File: src/rtl/dcc_consts.svh
`ifndef DCC_CONSTS_SVH
`define DCC_CONSTS_SVH

// ----------------------------------------
// register addresses
// ----------------------------------------
`define DCC_ADDR_PORT_A 8'h05
`define DCC_ADDR_INTCTRL 8'h0b
`define DCC_ADDR_PFLAG 8'h0c
`define DCC_ADDR_CMPCTRL 8'h1f
`define DCC_ADDR_PORT_A_DIR 8'h85
`define DCC_ADDR_PENABLE 8'h8c

// ----------------------------------------
// field positions
// ----------------------------------------
`define DCC_CHANGE_FLAG_BIT 6
`define DCC_CMP_IRQ_EN_BIT 6
`define DCC_PERIPH_IRQ_EN_BIT 6
`define DCC_GLOBAL_IRQ_EN_BIT 7
`define DCC_OUT_MSB 7
`define DCC_OUT_LSB 6
`define DCC_MODE_MSB 2
`define DCC_MODE_LSB 0
`define DCC_PIN_FIRST_OUT 3
`define DCC_PIN_SECOND_OUT 4

// ----------------------------------------
// reset values
// ----------------------------------------
`define DCC_RST_MODE 3'h0
`define DCC_RST_DIR 5'h1f
`define DCC_RST_LATCH 5'h00
`define DCC_RST_BYTE 8'h00

// ----------------------------------------
// per-mode table: [7:4] input routing, [3:0] analog pins 3..0
// ----------------------------------------
`define DCC_TBL_RESET 8'h0f
`define DCC_TBL_M1 8'h1f
`define DCC_TBL_M2 8'h2f
`define DCC_TBL_M3 8'h37
`define DCC_TBL_M4 8'h43
`define DCC_TBL_M5 8'h53
`define DCC_TBL_ROUTE 8'h63
`define DCC_TBL_OFF 8'h00

`endif

File: src/rtl/dcc_pkg.sv
package dcc_pkg;

	// comparator mode field encodings
	typedef enum logic [2:0] {
		DCC_MODE_RESET = 3'h0,
		DCC_MODE_1 = 3'h1,
		DCC_MODE_2 = 3'h2,
		DCC_MODE_3 = 3'h3,
		DCC_MODE_4 = 3'h4,
		DCC_MODE_5 = 3'h5,
		DCC_MODE_ROUTE = 3'h6,
		DCC_MODE_OFF = 3'h7
	} dcc_mode_t;

	typedef logic [1:0] dcc_cmp_t;

endpackage : dcc_pkg

File: src/rtl/dcc_cmp_if.sv
`timescale 1ns/1ps

interface dcc_cmp_if;
	dcc_pkg::dcc_cmp_t cmp_level;
	logic relatch;
	dcc_pkg::dcc_cmp_t cmp_sync;
	logic mismatch;

	modport sync_side (
		input cmp_level,
		input relatch,
		output cmp_sync,
		output mismatch
	);

	modport ctrl_side (
		output cmp_level,
		output relatch,
		input cmp_sync,
		input mismatch
	);
endinterface : dcc_cmp_if

File: src/rtl/dcc_cmp_sync.sv
`timescale 1ns/1ps

module dcc_cmp_sync (
	// clock and reset
	input wire logic i_clk,
	input wire logic i_arst_n,
	// comparator side
	dcc_cmp_if.sync_side cmp
);

	dcc_pkg::dcc_cmp_t meta_ff;
	dcc_pkg::dcc_cmp_t sync_ff;
	dcc_pkg::dcc_cmp_t latched_ff;

	// ----------------------------------------
	// two-stage synchroniser
	// ----------------------------------------
	// analog levels are asynchronous; stage one feeds stage two only
	always_ff @(posedge i_clk or negedge i_arst_n) begin
		if (!i_arst_n) begin
			meta_ff <= 2'h0;
			sync_ff <= 2'h0;
		end else begin
			meta_ff <= cmp.cmp_level;
			sync_ff <= meta_ff;
		end
	end

	// ----------------------------------------
	// mismatch latch
	// ----------------------------------------
	always_ff @(posedge i_clk or negedge i_arst_n) begin
		if (!i_arst_n) begin
			latched_ff <= 2'h0;
		end else if (cmp.relatch) begin
			latched_ff <= sync_ff;
		end
	end

	assign cmp.cmp_sync = sync_ff;
	assign cmp.mismatch = (sync_ff != latched_ff);
endmodule : dcc_cmp_sync

File: src/rtl/dcc_ctrl.sv
// Design decisions made here: the placing of the registers and the address-and-strobe port.
`timescale 1ns/1ps
`include "dcc_consts.svh"

// What this block does
// - three-bit mode field picks eight configurations
// - direction register still sets comparator pin direction
// - comparator outputs read-only in bits 7:6
// - mode 110 drives pins 3,4 raw
// - direction bits still gate pins 3,4
// - analog-input pins read zero on port read
// - any output change sets change flag
// - write zero clears flag, one sets it
// - interrupt needs all three enables set
// - control access relatches, ending persistent mismatch
// - change during control read is still flagged
// - comparators run in sleep, change wakes
// - mode 111 powers both comparators off
// - wake-up leaves control register unchanged
// - reset forces mode 000, comparators off
// - comparator wake shows flag bit as one
module dcc_ctrl (
	// clock and reset
	input wire logic i_clk,
	input wire logic i_arst_n,
	// register port
	input wire logic [7:0] i_addr,
	input wire logic [7:0] i_wdata,
	input wire logic i_wr,
	input wire logic i_rd,
	output logic [7:0] o_rdata,
	// analog comparators
	input wire logic [1:0] i_cmp_level,
	output logic [1:0] o_cmp_power,
	output logic [3:0] o_cmp_route,
	output logic [3:0] o_analog_sel,
	// port a pins
	input wire logic [4:0] i_pa_in,
	output logic [4:0] o_pa_out,
	output logic [4:0] o_pa_oe,
	// core side
	input wire logic i_sleep,
	output logic o_irq,
	output logic o_wake
);

	// ----------------------------------------
	// declarations
	// ----------------------------------------
	dcc_pkg::dcc_mode_t mode_ff;
	logic [4:0] dir_ff;
	logic [4:0] latch_ff;
	logic flag_ff;
	logic nxt_flag;
	logic cmp_irq_en_ff;
	logic periph_irq_en_ff;
	logic global_irq_en_ff;
	logic [7:0] rdata_ff;
	logic [7:0] nxt_rdata;
	logic [7:0] tbl;
	logic powered;
	logic [1:0] cmp_gated;
	logic [4:0] analog_pins;
	logic [4:0] pin_src;
	logic hit_ctrl;
	logic hit_flag;
	logic hit_en;
	logic hit_intc;
	logic hit_dir;
	logic hit_port;
	logic asleep_ff;

	dcc_cmp_if cmp_if ();

	// ----------------------------------------
	// address decode
	// ----------------------------------------
	assign hit_ctrl = (i_addr == `DCC_ADDR_CMPCTRL);
	assign hit_flag = (i_addr == `DCC_ADDR_PFLAG);
	assign hit_en = (i_addr == `DCC_ADDR_PENABLE);
	assign hit_intc = (i_addr == `DCC_ADDR_INTCTRL);
	assign hit_dir = (i_addr == `DCC_ADDR_PORT_A_DIR);
	assign hit_port = (i_addr == `DCC_ADDR_PORT_A);

	// ----------------------------------------
	// comparator control register
	// ----------------------------------------
	// only the mode field is stored; output bits come live from the synchroniser
	// sleep has no path into this register, so wake-up leaves it intact
	always_ff @(posedge i_clk or negedge i_arst_n) begin
		if (!i_arst_n) begin
			mode_ff <= dcc_pkg::dcc_mode_t'(`DCC_RST_MODE);
		end else if (i_wr && hit_ctrl) begin
			mode_ff <= dcc_pkg::dcc_mode_t'(i_wdata[`DCC_MODE_MSB:`DCC_MODE_LSB]);
		end
	end

	// ----------------------------------------
	// mode table
	// ----------------------------------------
	always_comb begin
		case (mode_ff)
			dcc_pkg::DCC_MODE_RESET: tbl = `DCC_TBL_RESET;
			dcc_pkg::DCC_MODE_1: tbl = `DCC_TBL_M1;
			dcc_pkg::DCC_MODE_2: tbl = `DCC_TBL_M2;
			dcc_pkg::DCC_MODE_3: tbl = `DCC_TBL_M3;
			dcc_pkg::DCC_MODE_4: tbl = `DCC_TBL_M4;
			dcc_pkg::DCC_MODE_5: tbl = `DCC_TBL_M5;
			dcc_pkg::DCC_MODE_ROUTE: tbl = `DCC_TBL_ROUTE;
			dcc_pkg::DCC_MODE_OFF: tbl = `DCC_TBL_OFF;
			default: tbl = `DCC_TBL_RESET;
		endcase
	end

	// reset mode and off mode both keep the comparators unpowered
	assign powered = (mode_ff != dcc_pkg::DCC_MODE_RESET) &&
		(mode_ff != dcc_pkg::DCC_MODE_OFF);
	assign o_cmp_power = {2{powered}};
	assign o_cmp_route = tbl[7:4];
	assign o_analog_sel = tbl[3:0];
	assign analog_pins = {1'b0, tbl[3:0]};

	// unpowered comparators present a quiet low level
	assign cmp_gated = i_cmp_level & {2{powered}};

	// ----------------------------------------
	// synchroniser and mismatch latch
	// ----------------------------------------
	assign cmp_if.cmp_level = cmp_gated;
	// any control register access relatches; a change in that same cycle is still flagged
	assign cmp_if.relatch = (i_wr || i_rd) && hit_ctrl;

	dcc_cmp_sync u_sync (
		.i_clk(i_clk),
		.i_arst_n(i_arst_n),
		.cmp(cmp_if.sync_side)
	);

	// ----------------------------------------
	// change flag
	// ----------------------------------------
	always_comb begin
		nxt_flag = flag_ff;
		if (i_wr && hit_flag) begin
			nxt_flag = i_wdata[`DCC_CHANGE_FLAG_BIT];
		end
		// hardware set beats a software clear in the same cycle
		if (cmp_if.mismatch) begin
			nxt_flag = 1'b1;
		end
	end

	always_ff @(posedge i_clk or negedge i_arst_n) begin
		if (!i_arst_n) begin
			flag_ff <= 1'b0;
		end else begin
			flag_ff <= nxt_flag;
		end
	end

	// ----------------------------------------
	// interrupt enables
	// ----------------------------------------
	always_ff @(posedge i_clk or negedge i_arst_n) begin
		if (!i_arst_n) begin
			cmp_irq_en_ff <= 1'b0;
		end else if (i_wr && hit_en) begin
			cmp_irq_en_ff <= i_wdata[`DCC_CMP_IRQ_EN_BIT];
		end
	end

	always_ff @(posedge i_clk or negedge i_arst_n) begin
		if (!i_arst_n) begin
			periph_irq_en_ff <= 1'b0;
			global_irq_en_ff <= 1'b0;
		end else if (i_wr && hit_intc) begin
			periph_irq_en_ff <= i_wdata[`DCC_PERIPH_IRQ_EN_BIT];
			global_irq_en_ff <= i_wdata[`DCC_GLOBAL_IRQ_EN_BIT];
		end
	end

	// flag is set regardless; only the request is gated
	assign o_irq = flag_ff && cmp_irq_en_ff && periph_irq_en_ff && global_irq_en_ff;
	// wake needs only the block's own enable, as a sleeping core services nothing
	assign o_wake = i_sleep && flag_ff && cmp_irq_en_ff;

	// ----------------------------------------
	// sleep tracking
	// ----------------------------------------
	always_ff @(posedge i_clk or negedge i_arst_n) begin
		if (!i_arst_n) begin
			asleep_ff <= 1'b0;
		end else begin
			asleep_ff <= i_sleep;
		end
	end

	// ----------------------------------------
	// port a direction and data latch
	// ----------------------------------------
	always_ff @(posedge i_clk or negedge i_arst_n) begin
		if (!i_arst_n) begin
			dir_ff <= `DCC_RST_DIR;
		end else if (i_wr && hit_dir) begin
			dir_ff <= i_wdata[4:0];
		end
	end

	always_ff @(posedge i_clk or negedge i_arst_n) begin
		if (!i_arst_n) begin
			latch_ff <= `DCC_RST_LATCH;
		end else if (i_wr && hit_port) begin
			latch_ff <= i_wdata[4:0];
		end
	end

	// ----------------------------------------
	// pin output multiplexers
	// ----------------------------------------
	// routing mode bypasses the synchroniser: pins follow the raw level
	always_comb begin
		pin_src = latch_ff;
		if (mode_ff == dcc_pkg::DCC_MODE_ROUTE) begin
			pin_src[`DCC_PIN_FIRST_OUT] = cmp_gated[0];
			pin_src[`DCC_PIN_SECOND_OUT] = cmp_gated[1];
		end
	end

	assign o_pa_out = pin_src;
	// a cleared direction bit enables the driver in every mode
	assign o_pa_oe = ~dir_ff;

	// ----------------------------------------
	// read data
	// ----------------------------------------
	always_comb begin
		nxt_rdata = `DCC_RST_BYTE;
		if (i_rd) begin
			case (1'b1)
				hit_ctrl: begin
					nxt_rdata[`DCC_OUT_MSB:`DCC_OUT_LSB] = cmp_if.cmp_sync;
					nxt_rdata[`DCC_MODE_MSB:`DCC_MODE_LSB] = mode_ff;
				end
				hit_flag: begin
					nxt_rdata[`DCC_CHANGE_FLAG_BIT] = flag_ff;
				end
				hit_en: begin
					nxt_rdata[`DCC_CMP_IRQ_EN_BIT] = cmp_irq_en_ff;
				end
				hit_intc: begin
					nxt_rdata[`DCC_PERIPH_IRQ_EN_BIT] = periph_irq_en_ff;
					nxt_rdata[`DCC_GLOBAL_IRQ_EN_BIT] = global_irq_en_ff;
				end
				hit_dir: begin
					nxt_rdata[4:0] = dir_ff;
				end
				hit_port: begin
					nxt_rdata[4:0] = i_pa_in & ~analog_pins;
				end
				default: begin
					nxt_rdata = `DCC_RST_BYTE;
				end
			endcase
		end
	end

	always_ff @(posedge i_clk or negedge i_arst_n) begin
		if (!i_arst_n) begin
			rdata_ff <= `DCC_RST_BYTE;
		end else begin
			rdata_ff <= nxt_rdata;
		end
	end

	assign o_rdata = rdata_ff;
endmodule : dcc_ctrl

File: config.mk
export PLATFORM = sky130hd
export DESIGN_NAME = dcc_ctrl
export DESIGN_NICKNAME = d
export VERILOG_FILES = /design/src/rtl/dcc_pkg.sv /design/src/rtl/dcc_cmp_if.sv /design/src/rtl/dcc_cmp_sync.sv /design/src/rtl/dcc_ctrl.sv
export VERILOG_INCLUDE_DIRS = /design/src /design/src/rtl
export SDC_FILE = /design/constraint.sdc
export NUM_CORES = 1
export LEC_CHECK = 0
export BUFFER_PORTS_ARGS = -buffer_cell sky130_fd_sc_hd__buf_2
export CORE_ASPECT_RATIO = 0.7
export CORE_MARGIN = 3
export CORE_UTILIZATION = 48
export CTS_CLUSTER_DIAMETER = 80
export DETAILED_ROUTE_END_ITERATION = 12
export GPL_ROUTABILITY_DRIVEN = 0
export MAX_ROUTING_LAYER = met4
export PLACE_DENSITY = 0.84
export SYNTH_ARGS = -nofsm -noshare
export SYNTH_HDL_FRONTEND = slang
export SYNTH_SLANG_ARGS = --single-unit
File: constraint.sdc
create_clock -name i_clk -period 1.3 [get_ports i_clk]
set_input_delay 0 -clock i_clk [delete_from_list [all_inputs] [get_ports i_clk]]
set_output_delay 0 -clock i_clk [all_outputs]
set_load 0.01 [all_outputs]
Yosys cells after proc, flatten, opt, wreduce, memory -nomap -nowiden

Memories as Yosys holds them, arrays and structs flattened.
Index checks and enable logic that the tools add are counted.

Equal/unequal tests: 9
Multiplexer cells: 24
Bitwise operators: 4
Reduce and logical (&&, ||, !) cells: 16

Operators by type and width:

| kind                 | count |
|---|---|
| $mux W3              | 6 |
| $eq A8 B4 Y1 const B | 2 |
| $eq A8 B8 Y1 const B | 2 |
| $mux W2              | 7 |
| $logic_and A1 B1 Y1  | 13 |
| $mux W1              | 10 |
| $eq A8 B3 Y1 const B | 1 |
| $eq A8 B5 Y1 const B | 1 |
| $mux W8              | 1 |
| $and A5 B5 Y5        | 1 |
| $not A4 Y5           | 1 |
| $not A5 Y5           | 1 |
| $eq A3 B3 Y1 const B | 1 |
| $ne A3 B3 Y1 const B | 1 |
| $reduce_bool A3 Y1   | 1 |
| $and A2 B2 Y2        | 1 |
| $ne A2 B2 Y1         | 1 |
| $reduce_bool A2 Y1   | 1 |
| $logic_or A1 B1 Y1   | 1 |

Bits in registers: 31
ROM bits: 56
Input port bits: 28
Output and inout bits: 30
Word-level logic and storage cells: 65
Memories: 1

Memory list:

| name             | words | bits a word | read ports | clocked after memory_dff | wr ports | line            | source |
|---|---|---|---|---|---|---|---|
| (name not given) | 8     | 7           | 1          | 0                        | 0        | dcc_ctrl.sv:102 | `case (mode_ff)` |

Logic depth before layout (Yosys ltp)

Gate-level depths: netlist (run 1).
An unclocked memory read counts as a cell.

Depth after elaboration: 10
Mapped depth: 5
Mapped depth without buffers: 4

By module

A second synthesis (run 1) with hierarchy kept.

Cells, all modules: 128
Area total of the unflattened synthesis: 1467.7 um^2

Modules (own cells, without submodules):

| module       | times used | cells each | area an instance (um^2) | seq. area each (um^2) |
|---|---|---|---|---|
| dcc_ctrl     | 1          | 117        | 1273.7                  | 606.8 |
| dcc_cmp_sync | 1          | 11         | 193.9                   | 150.1 |

Worst setup path before layout (run 1)

No wires, ideal clock.

Path kind: reg2reg
From: reg mode_ff[2]
To: reg u_sync.meta_ff[0]
Setup time: 119 ps
Arrival time: 1118 ps
Required time: 1181 ps
Slack: 63 ps
Stages on the path, launching flop included: 5
Path buffers: 1
Period minus slack after synthesis: 1237 ps
Path through: dfrtp_1 clkbuf_1 nand3_1 nor2b_1 and2_1

Word-level cells in the longest chain between the ends: 3
Elaborated cells on any way between the ends: 4
Classes of those cells: eq/ne: 1; bitwise: 1; reduce/logical: 2

RTL lines:

| item                                               | line                             | source |
|---|---|---|
| start, declared                                    | dcc_ctrl.sv:50                   | `dcc_pkg::dcc_mode_t mode_ff;` |
| start signal, assigned                             | dcc_ctrl.sv:92                   | `` mode_ff <= dcc_pkg::dcc_mode_t'(`DCC_RST_MODE); `` |
| start signal, assigned                             | dcc_ctrl.sv:94                   | `` mode_ff <= dcc_pkg::dcc_mode_t'(i_wdata[`DCC_MODE_MSB:`DCC_MODE_LSB]); `` |
| $ne A3 B3 Y1 or $reduce_bool A3 Y1 (tied branches) | dcc_ctrl.sv:117, dcc_ctrl.sv:116 |  |
| $logic_and A1 B1 Y1 *                              | dcc_ctrl.sv:116                  | `assign powered = (mode_ff != dcc_pkg::DCC_MODE_RESET) &&` |
| via powered                                        | dcc_ctrl.sv:61                   | `logic powered;` |
| $and A2 B2 Y2 *                                    | dcc_ctrl.sv:124                  | `assign cmp_gated = i_cmp_level & {2{powered}};` |
| via cmp_gated[0]                                   | dcc_ctrl.sv:62                   | `logic [1:0] cmp_gated;` |
| end signal, assigned                               | dcc_cmp_sync.sv:24               | `meta_ff <= cmp.cmp_level;` |
| end, declared                                      | dcc_cmp_sync.sv:11               | `dcc_pkg::dcc_cmp_t meta_ff;` |

Mark *: on every way through the listed nets, which the timed path passes. The rest lies on a longest branch.
A chain may end at the register's enable or synchronous reset.

Worst setup path after layout (run 1)

From: reg mode_ff[0]
To: out o_pa_out[4]

Word-level cells in the longest chain between the ends: 4
Elaborated cells on any way between the ends: 6
Classes of those cells: eq/ne: 2; mux: 1; bitwise: 1; reduce/logical: 2

RTL lines:

| item                                               | line                             | source |
|---|---|---|
| $ne A3 B3 Y1 or $reduce_bool A3 Y1 (tied branches) | dcc_ctrl.sv:117, dcc_ctrl.sv:116 |  |
| $logic_and A1 B1 Y1                                | dcc_ctrl.sv:116                  |  |
| $and A2 B2 Y2                                      | dcc_ctrl.sv:124                  |  |
| $mux W2 *                                          | dcc_ctrl.sv:223                  | `if (mode_ff == dcc_pkg::DCC_MODE_ROUTE) begin` |
| end, declared                                      | dcc_ctrl.sv:39                   | `output logic [4:0] o_pa_out,` |

Mark *: on every way between the ends. The rest lies on a longest branch, timed or not.

==> impl_metrics.py, run 1 <==
metrics = {
    "pwr": {
        "p_leak_uw": 0.00104,
        "cellPowerDensity_nw_per_um2": 971,
        "vdd_drop_max_uv": 876,
        "power_uw": 2040,
    },
    "routing": {
        "drt-total-wl_mm": 3.53,
        "vias": 1223,
        "drt_iter0_drc": 17,
        "wire_per_inst_um": 14.7,
        "drc": 0,
        "dr.pass1.iters": 4,
        "viasPerCell": 5.07,
        "ant_nets": 0,
    },
    "timing": {
        "slew_violations": 0,
        "setup_tns_ns": -0.0732,
        "hold_viol": 0,
        "worst_slew_pin_slew_ns": 0.641,
        "slew_headroom": 0.573,
        "finalWorstSetupSlack_ns": -0.0304,
        "fmax_ghz": 0.752,
        "rsz0062_at_grt": "yes",
        "min_period_over_period": 1.02,
        "layout_min_cycle_time_ns": 1.33,
        "finalSetupViolations": 4,
        "fin_skew_ns": 0.00637,
    },
    "floorplanning": {
        "fp.dieH_um": 52.8,
        "coreArea_um2": 2880,
        "die_area_um2": 3850,
        "ios": 58,
        "start_util": 0.521,
        "die_width_um": 72.9,
        "row_count": 16,
    },
    "finish": {
        "final_util": 0.727,
        "layout_commonest_cell": "buf_2",
        "nets": 232,
        "mostFrequentLayoutCells": "buf_2 (52), dfrtp_1 (24), mux2_2 (17)",
        "area_delta_synth_final_pct": 39.6,
        "fillers": 211,
        "fin_cells": 241,
        "finalInstanceArea_um2": 2100,
        "antenna_cells": 0,
        "drive_gt1_frac": 0.532,
    },
    "setup_path": {
        "critPathMaxStageDelay_ns": 0.46,
        "start_kind": "flip-flop",
        "cp-startpoint": "mode_ff[0]",
        "critPathSlowestCell": "dfrtp_2",
        "crit_path_end_kind": "primary output",
        "required_ns": 1.30,
        "path_cells": "nor2_4 > mux2_4 > buf_6",
        "crit_fanout": 6,
        "worstReg2RegStart": "cmp_irq_en_ff",
        "critPathKind": "flip-flop to primary output",
        "arrival_ns": 1.33,
    },
    "outcome": {
        "violations": "negative setup slack",
        "status": "complete, but fails checks",
    },
    "hold_path": {
        "hp-class": "input pin to flip-flop",
        "worstHoldStart": "i_rd",
    },
    "place": {
        "hpwlAfterDp_mm": 2.57,
        "port_buffers": 54,
        "dp_cells": 219,
        "place_area_um2": 1830,
    },
    "grt": {
        "grt_overflow": 0,
        "grt_pass1_vias": 1257,
        "grt_pass1_wl_mm": 5.78,
        "antenna_found_initial": 0,
        "grt_max_degree": 31,
        "track_usage": 0.210,
    },
    "logic_synthesis": {
        "ys_ff_latch": 30,
        "ys_seq_area_frac": 0.504,
        "synth_area_per_cell_um2": 11.6,
        "synth_cells": 129,
        "yosysUniqueCellTypes": 35,
        "ys_warn_count": 0,
        "mappedNetlistArea_um2": 1500,
    },
    "clock_tree": {
        "htree_levels": 2,
        "clkSlewWorstSetupHoldPaths_ns": 0.07,
        "cts_tree": "yes",
        "clock-root-buffer": "clkbuf_8",
        "clk_path_buf_depth": 2,
        "insertion_delay_ns": 0.28,
        "cts_sinks": 30,
        "cts_buffers": 5,
    },
    "flow_run": {
        "drv_cap": 0,
    },
}
==> cell usage after synthesis, drive strengths merged <==
cell	number	area (um2)
nand4b	1	23.8
mux2i	2	20.0
a221o	1	10.0
and2	3	18.8
a22oi	4	30.0
nor3	2	10.0
nand3b	1	7.51
nand2b	1	6.26
o21ai	4	20.0
mux2	21	236
xnor2	2	17.5
and3	2	12.5
a21oi	3	15.0
and4bb	1	12.5
dfstp	5	131
buf	8	60.1
dfrtp	25	626
clkbuf	4	15.0
nor4bb	1	10.0
nand4	2	12.5
nor2	4	22.5
and4	1	8.76
nand3	4	20.0
inv	6	22.5
a21boi	1	7.51
nand4bb	1	11.3
nor2b	6	37.5
nor3b	1	7.51
nand2	9	33.8
conb	1	3.75
or3	1	11.3
nor4	1	21.3
==> worst max-delay path, delay by kind of cell, from the launching register on <==
family,cells,cell delay [ns]
buffers and inverters,1,0.12
flip-flops,1,0.46
multiplexers,1,0.32
AND/OR/NAND/NOR,1,0.16
==> layer usage <==
| metal | wire length [um] | track usage | part of all wire | vias to the layer above |
|---|---|---|---|---|
| li1 | - | - | - | 591 |
| met1 | 1590 | 0.258 | 0.45 | 580 |
| met2 | 1670 | 0.340 | 0.47 | 50 |
| met3 | 267 | 0.0632 | 0.076 | 2 |
| met4 | 11 | 0.0552 | 0.0031 | 0 |
| met5 | 0 | - | 0 | - |
==> logic make-up after synthesis <==
group,count (synthesis),share of synthesized area
AO/OA/AOI/OAI,13,0.0549
XOR/XNOR,2,0.0117
buffers and inverters,18,0.0649
flip-flops,30,0.504
multiplexers,23,0.171
other,1,0.00250
AND/OR/NAND/NOR,42,0.192
==> flip-flops by register name, summed over array words and instances (netlist names) <==
signal / count
cmp_irq_en_ff: 1
dir_ff: 5
flag_ff: 1
global_irq_en_ff: 1
latch_ff: 5
mode_ff: 3
o_rdata: 7
periph_irq_en_ff: 1
u_sync.cmp.cmp_sync: 2
u_sync.latched_ff: 2
u_sync.meta_ff: 2
==> through the flow <==
stage / hold WS [ns] / setup WS [ns]
after CTS: 0.0198 / -0.0251
after detailed placement: 0.0617 / -0.131
final: 0.0241 / -0.0304
after global routing: 0.0257 / -0.0769
after global placement: 0.0474 / -0.0722
after floorplan: -0.296 / 0.0626
==> power breakdown <==
group	leakage (uW)	internal, uW	switching, uW
clock network	0.0000482	426	330
registers	0.000391	975	27.0
logic	0.000603	146	134
total	0.00104	1550	491
==> final timing paths <==
check / slack (ns) / cells past startpoint / to
worst max-delay path: -0.03 / 3 / o_pa_out[4]
worst min-delay path: 0.02 / 2 / o_rdata[1]
worst max register to register: 0.07 / 3 / o_rdata[6]
worst min register to register: 0.36 / 0 / u_sync.cmp.cmp_sync[1]
max in group asynchronous: 0.57 / 2 / mode_ff[0]
min in group asynchronous: 0.28 / 2 / mode_ff[1]
==> layout make-up <==
cell class	count	area (um2)	share of cell area
inverter	6	22.5	0.0107
clock inverter	1	5.00	0.00239
clock buffer	7	86.3	0.0412
sequential	30	758	0.362
timing repair buffer	79	498	0.237
multi-input combinational	82	682	0.325
tap	36	45.0	0.0215
==> what timing repair did <==
action                                  in CTS  in global routing
endpoints found under the setup margin       4                  6
pin swaps                                    2                  1
endpoints found under the hold margin       43                  0
resized for setup                            9                  4
setup buffers                                3                  0
hold buffers                                11                  0
Note: power is estimated with default switching activity, not from simulation.
==> inputs of run 2 (changes only) <==
--- a/config.mk
+++ b/config.mk
@@ -6,15 +6,17 @@
 export SDC_FILE = /design/constraint.sdc
 export NUM_CORES = 1
 export LEC_CHECK = 0
+export ABC_AREA = 1
 export BUFFER_PORTS_ARGS = -buffer_cell sky130_fd_sc_hd__buf_2
 export CORE_ASPECT_RATIO = 0.7
 export CORE_MARGIN = 3
-export CORE_UTILIZATION = 48
+export CORE_UTILIZATION = 49
 export CTS_CLUSTER_DIAMETER = 80
 export DETAILED_ROUTE_END_ITERATION = 12
 export GPL_ROUTABILITY_DRIVEN = 0
 export MAX_ROUTING_LAYER = met4
-export PLACE_DENSITY = 0.84
+export PLACE_DENSITY = 0.83
+export RECOVER_POWER = 25
 export SYNTH_ARGS = -nofsm -noshare
 export SYNTH_HDL_FRONTEND = slang
 export SYNTH_SLANG_ARGS = --single-unit
==> run 2 against run 1 <==
- the run now ends clean
- area after synthesis increased by 11%
- maximum frequency increased by 10%
- combinational power increased by 33%
- sequential power about the same
- clock skew decreased by 0.0018 ns
- final area increased by 2.4%
- synthesized cell count increased by 73%
- critical path depth increased by 2
- total power increased by 5.9%
- routed wire length increased by 6.8%
- sequential share of layout area decreased by 0.73 points
- non-clock buffer count decreased by 12
- largest power group unchanged
- highest routed layer unchanged
==> impl_metrics.py, run 2 <==
metrics = {
    "hold_path": {
        "hp-class": "input pin to flip-flop",
    },
    "finish": {
        "finalInstanceArea_um2": 2150,
        "antenna_cells": 0,
        "largest_register_ffs": 7,
        "area_delta_synth_final_pct": 28.5,
        "layout_commonest_cell": "nand2_1",
        "mostFrequentLayoutCells": "nand2_1 (58), buf_2 (50), inv_1 (39)",
        "drive_gt1_frac": 0.303,
        "nets": 317,
        "fin_cells": 337,
        "fillers": 290,
        "final_util": 0.668,
    },
    "floorplanning": {
        "die_width_um": 75.8,
        "coreArea_um2": 3210,
        "ios": 58,
        "row_count": 17,
        "start_util": 0.520,
        "fp.dieH_um": 54.9,
        "die_area_um2": 4160,
    },
    "pwr": {
        "vdd_drop_max_uv": 797,
        "p_leak_uw": 0.00122,
        "cellPowerDensity_nw_per_um2": 1010,
    },
    "grt": {
        "track_usage": 0.199,
        "grt_overflow": 0,
        "grt_max_degree": 31,
        "grt_pass1_wl_mm": 5.80,
        "grt_pass1_vias": 1348,
        "antenna_found_initial": 0,
    },
    "timing": {
        "worst_slew_pin_slew_ns": 0.732,
        "rsz0062_at_grt": "no",
        "fin_skew_ns": 0.00453,
        "setup_tns_ns": 0,
        "fmax_ghz": 0.831,
        "min_period_over_period": 0.926,
        "finalSetupViolations": 0,
        "slew_violations": 0,
        "hold_viol": 0,
        "slew_headroom": 0.512,
        "holdWs_ns": 0.0537,
        "layout_min_cycle_time_ns": 1.20,
    },
    "logic_synthesis": {
        "ys_warn_count": 0,
        "synth.area.top_cells": "dfrtp_1 (37%), nand2_1 (13%), inv_1 (9.0%)",
        "synth_area_per_cell_um2": 7.49,
        "yosysTopAreaCell": "dfrtp_1",
        "ys_ff_latch": 30,
        "synth_edf_count": 0,
        "ys_seq_area_frac": 0.453,
        "yosys-top-cells-count": "nand2_1 (57), inv_1 (40), dfrtp_1 (25)",
        "yosysUniqueCellTypes": 23,
        "mappedNetlistArea_um2": 1670,
        "ys_async_sr_fraction": 1.00,
        "synth.most_common_cell": "nand2_1",
        "synth_top_area_frac": 0.375,
        "synth_cells": 223,
        "ys.flop_type": "dfrtp_1",
    },
    "clock_tree": {
        "cts_sinks": 30,
        "clock-root-buffer": "clkbuf_8",
        "cts_buffers": 5,
        "insertion_delay_ns": 0.28,
        "clkSlewWorstSetupHoldPaths_ns": 0.06,
        "cts_tree": "yes",
        "clk_path_buf_depth": 2,
        "htree_levels": 2,
    },
    "routing": {
        "drt_iter0_drc": 74,
        "wl_met3_um": 229,
        "wl_met2_mm": 1.70,
        "dr.pass1.iters": 4,
        "drc": 0,
        "wl_met1_mm": 1.80,
        "wire_per_inst_um": 11.2,
        "drt-total-wl_mm": 3.77,
        "vias": 1548,
        "viasPerCell": 4.59,
        "top_layer": "met4",
        "ant_nets": 0,
    },
    "setup_path": {
        "critPathKind": "flip-flop to primary output",
        "start_kind": "flip-flop",
        "arrival_ns": 1.20,
        "crit_path_end_kind": "primary output",
        "crit_fanout": 6,
        "required_ns": 1.30,
    },
    "flow_run": {
        "drv_cap": 0,
    },
    "place": {
        "dp_cells": 316,
        "hpwlAfterDp_mm": 2.82,
        "place_area_um2": 1940,
        "port_buffers": 54,
    },
    "outcome": {
        "status": "complete, no violations",
    },
}
[run 2: cells by family after synthesis]
kind of cell | synth area share
other | 0.00225
AO/OA/AOI/OAI | 0.0929
flip-flops | 0.453
AND/OR/NAND/NOR | 0.318
buffers and inverters | 0.134
[run 2: final timing paths]
path | start | to | slack [ns] | cells past startpoint
max in group asynchronous | i_arst_n | mode_ff[0] | 0.48 | 2
max | mode_ff[1] | o_cmp_power[0] | 0.1 | 5
min | i_pa_in[4] | o_rdata[4] | 0.05 | 5
min reg2reg | u_sync.meta_ff[0] | u_sync.cmp.cmp_sync[0] | 0.35 | 0
max reg2reg | mode_ff[2] | o_rdata[3] | 0.18 | 5
min in group asynchronous | i_arst_n | latch_ff[4] | 0.30 | 2
[run 2: cell type report]
| class | count | area [um2] | area share |
|---|---|---|---|
| Clock buffer | 7 | 86.3 | 0.0402 |
| Clock inverter | 1 | 5.00 | 0.00233 |
| Inverter | 42 | 159 | 0.0740 |
| Multi-Input combinational cell | 143 | 686 | 0.319 |
| Sequential cell | 30 | 761 | 0.354 |
| Tap cell | 47 | 58.8 | 0.0274 |
| Timing Repair Buffer | 67 | 392 | 0.182 |
[run 2: metal layers]
layer  up-vias  global-route usage
met5         -                   -
met4         0              0.0756
met3         6              0.0569
met2        49               0.298
met1       690               0.255
li1        803                   -
[run 2: stage by stage]
stage,setup slack (ns),power [uW]
5_1_grt,0.00520,2280
2_1_floorplan,0.200,1240
4_1_cts,0.00499,2170
3_5_place_dp,0.132,1370
3_3_place_gp,0.173,1360
6_report,0.0960,2160
[run 2: power breakdown]
part | total (uW) | leakage [uW] | switching (uW) | internal (uW)
Combinational | 373 | 0.000803 | 219 | 154
Sequential | 1020 | 0.000368 | 32.7 | 986
Clock | 766 | 0.0000482 | 340 | 426
[run 2: what timing repair did]
| action | CTS | global route |
|---|---|---|
| buffers inserted | 0 | 2 |
| endpoints found under the setup margin | 4 | 4 |
| pin swaps | 0 | 0 |
| hold endpoints to repair | 39 | 0 |
| gates resized for setup | 3 | 7 |
| hold buffers | 11 | 0 |
[run 2: critical path: stages (launching register included)]
cell     delay (ns)
dfrtp_2        0.44
inv_1          0.11
nand3_1        0.10
nand2_2        0.08
inv_1          0.05
buf_2          0.13
==> inputs of run 3 (changes only) <==
--- a/config.mk
+++ b/config.mk
@@ -7,15 +7,16 @@
 export NUM_CORES = 1
 export LEC_CHECK = 0
 export ABC_AREA = 1
+export ABC_CLOCK_PERIOD_IN_PS = 1100
 export BUFFER_PORTS_ARGS = -buffer_cell sky130_fd_sc_hd__buf_2
 export CORE_ASPECT_RATIO = 0.7
 export CORE_MARGIN = 3
-export CORE_UTILIZATION = 49
+export CORE_UTILIZATION = 45
 export CTS_CLUSTER_DIAMETER = 80
 export DETAILED_ROUTE_END_ITERATION = 12
 export GPL_ROUTABILITY_DRIVEN = 0
 export MAX_ROUTING_LAYER = met4
-export PLACE_DENSITY = 0.83
+export PLACE_DENSITY = 0.81
 export RECOVER_POWER = 25
 export SYNTH_ARGS = -nofsm -noshare
 export SYNTH_HDL_FRONTEND = slang
==> constraint.sdc (replaced) <==
create_clock -name i_clk -period 1.1 [get_ports i_clk]
set_input_delay 0 -clock i_clk [delete_from_list [all_inputs] [get_ports i_clk]]
set_output_delay 0 -clock i_clk [all_outputs]
set_load 0.01 [all_outputs]
==> run 3 against run 2 <==
- the run now ends with negative setup slack left
- critical path depth shrank 1
- via count grew 0.78%
- cell count grew 2.7%
- highest routed layer unchanged
==> impl_metrics.py, run 3 (synthesis gave the netlist of run 2 again) <==
metrics = {
    "routing": {
        "viasPerCell": 4.51,
        "vias": 1560,
        "dr.pass1.iters": 4,
        "wire_per_inst_um": 11.4,
        "drc": 0,
        "drt-total-wl_mm": 3.94,
        "drt_iter0_drc": 100,
        "ant_nets": 0,
    },
    "timing": {
        "holdWs_ns": 0.0567,
        "min_period_over_period": 1.08,
        "hold_viol": 0,
        "rsz0062_at_grt": "yes",
        "finalSetupViolations": 10,
        "slew_headroom": 0.522,
        "fmax_ghz": 0.844,
        "slew_violations": 0,
        "layout_min_cycle_time_ns": 1.18,
        "fin_skew_ns": 0.00372,
        "worst_slew_pin_slew_ns": 0.718,
        "finalWorstSetupSlack_ns": -0.0845,
    },
    "grt": {
        "track_usage": 0.188,
        "grt_pass1_wl_mm": 6.38,
        "grt_max_degree": 31,
        "grt_overflow": 0,
        "grt_pass1_vias": 1418,
        "antenna_found_initial": 0,
    },
    "setup_path": {
        "worst-r2r-cell-count": 6,
        "crit_fanout": 5,
        "cp-startpoint": "mode_ff[0]",
        "r2r_slack_ns": 0.05,
        "r2r-end": "o_rdata[3]",
        "required_ns": 1.10,
        "worstReg2RegStart": "mode_ff[1]",
        "start_kind": "flip-flop",
        "arrival_ns": 1.18,
        "cp-endpoint": "o_pa_out[4]",
        "crit_path_end_kind": "primary output",
        "critPathKind": "flip-flop to primary output",
    },
    "finish": {
        "area_delta_synth_final_pct": 36.0,
        "antenna_cells": 0,
        "drive_gt1_frac": 0.378,
        "fin_cells": 346,
        "fillers": 304,
        "largest_register_ffs": 7,
        "nets": 326,
        "mostFrequentLayoutCells": "nand2_1 (56), buf_2 (53), inv_1 (35)",
        "final_util": 0.680,
        "layout_commonest_cell": "nand2_1",
    },
    "clock_tree": {
        "cts_sinks": 30,
        "clock-root-buffer": "clkbuf_8",
        "cts_tree": "yes",
        "cts_buffers": 5,
        "htree_levels": 2,
        "clk_path_buf_depth": 2,
        "insertion_delay_ns": 0.28,
        "clkSlewWorstSetupHoldPaths_ns": 0.06,
    },
    "place": {
        "dp_cells": 318,
        "hpwlAfterDp_mm": 2.89,
        "port_buffers": 54,
        "dp_slack_ns": 0.00852,
    },
    "floorplanning": {
        "die_width_um": 78.8,
        "ios": 58,
        "fp.dieH_um": 57.0,
        "start_util": 0.500,
        "die_area_um2": 4490,
        "coreArea_um2": 3340,
        "row_count": 17,
    },
    "pwr": {
        "p_leak_uw": 0.00130,
        "cellPowerDensity_nw_per_um2": 1160,
        "vdd_drop_max_uv": 841,
        "power_uw": 2630,
    },
    "hold_path": {
        "hp-class": "input pin to flip-flop",
    },
    "outcome": {
        "status": "complete, but fails checks",
        "violations": "negative setup slack",
    },
    "flow_run": {
        "drv_cap": 0,
    },
}
-- run 3: per-stage QoR --
| step | TNS (ns) | instance area [um2] |
|---|---|---|
| detailed placement | 0 | 1960 |
| global route | -1.27 | 2270 |
| finish | -0.599 | 2270 |
| CTS | -0.381 | 2240 |
| floorplan | 0 | 1680 |
| global placement | 0 | 1960 |
-- run 3: cell type report --
cell class	instances	area (um2)	share of cell area
Tap cell	47	58.8	0.0259
Clock buffer	7	86.3	0.0380
Clock inverter	1	5.00	0.00220
Inverter	42	159	0.0700
Multi-Input combinational cell	143	731	0.322
Timing Repair Buffer	76	470	0.207
Sequential cell	30	761	0.335
-- run 3: worst min path at each step --
stage	from	end	slack (ns)	depth (start not counted)
after floorplan	i_arst_n	cmp_irq_en_ff	-0.30	0
after global placement	i_arst_n	latch_ff[3]	0.03	2
after detailed placement	i_arst_n	latch_ff[0]	0.02	2
after CTS	i_pa_in[4]	o_rdata[4]	0.05	5
after global routing	i_pa_in[4]	o_rdata[4]	0.08	5
final	i_pa_in[4]	o_rdata[4]	0.06	5
-- run 3: where the power goes --
group / leakage (uW) / internal (uW) / switching [uW]
Sequential: 0.000368 / 1170 / 44.0
Clock: 0.0000482 / 504 / 399
Combinational: 0.000880 / 235 / 285
-- run 3: timing repair --
item	CTS	global route
resized for setup	15	8
setup endpoints to repair	9	15
cloned	0	0
hold buffers	11	0
setup buffers	7	2
pin swaps	2	4
endpoints found under the hold margin	38	0
-- run 3: critical path, stage by stage, from the launching register on --
cell     delay, ns
dfrtp_2       0.44
inv_2         0.11
nand3_4       0.09
o21ai_1       0.13
buf_2         0.14
-- run 3: per-layer routing --
| metal | GRT usage | vias to the layer above | wire [um] |
|---|---|---|---|
| li1 | - | 815 | - |
| met1 | 0.252 | 680 | 1840 |
| met2 | 0.283 | 59 | 1730 |
| met3 | 0.0521 | 6 | 322 |
| met4 | 0.0515 | 0 | 44 |
| met5 | - | - | 0 |
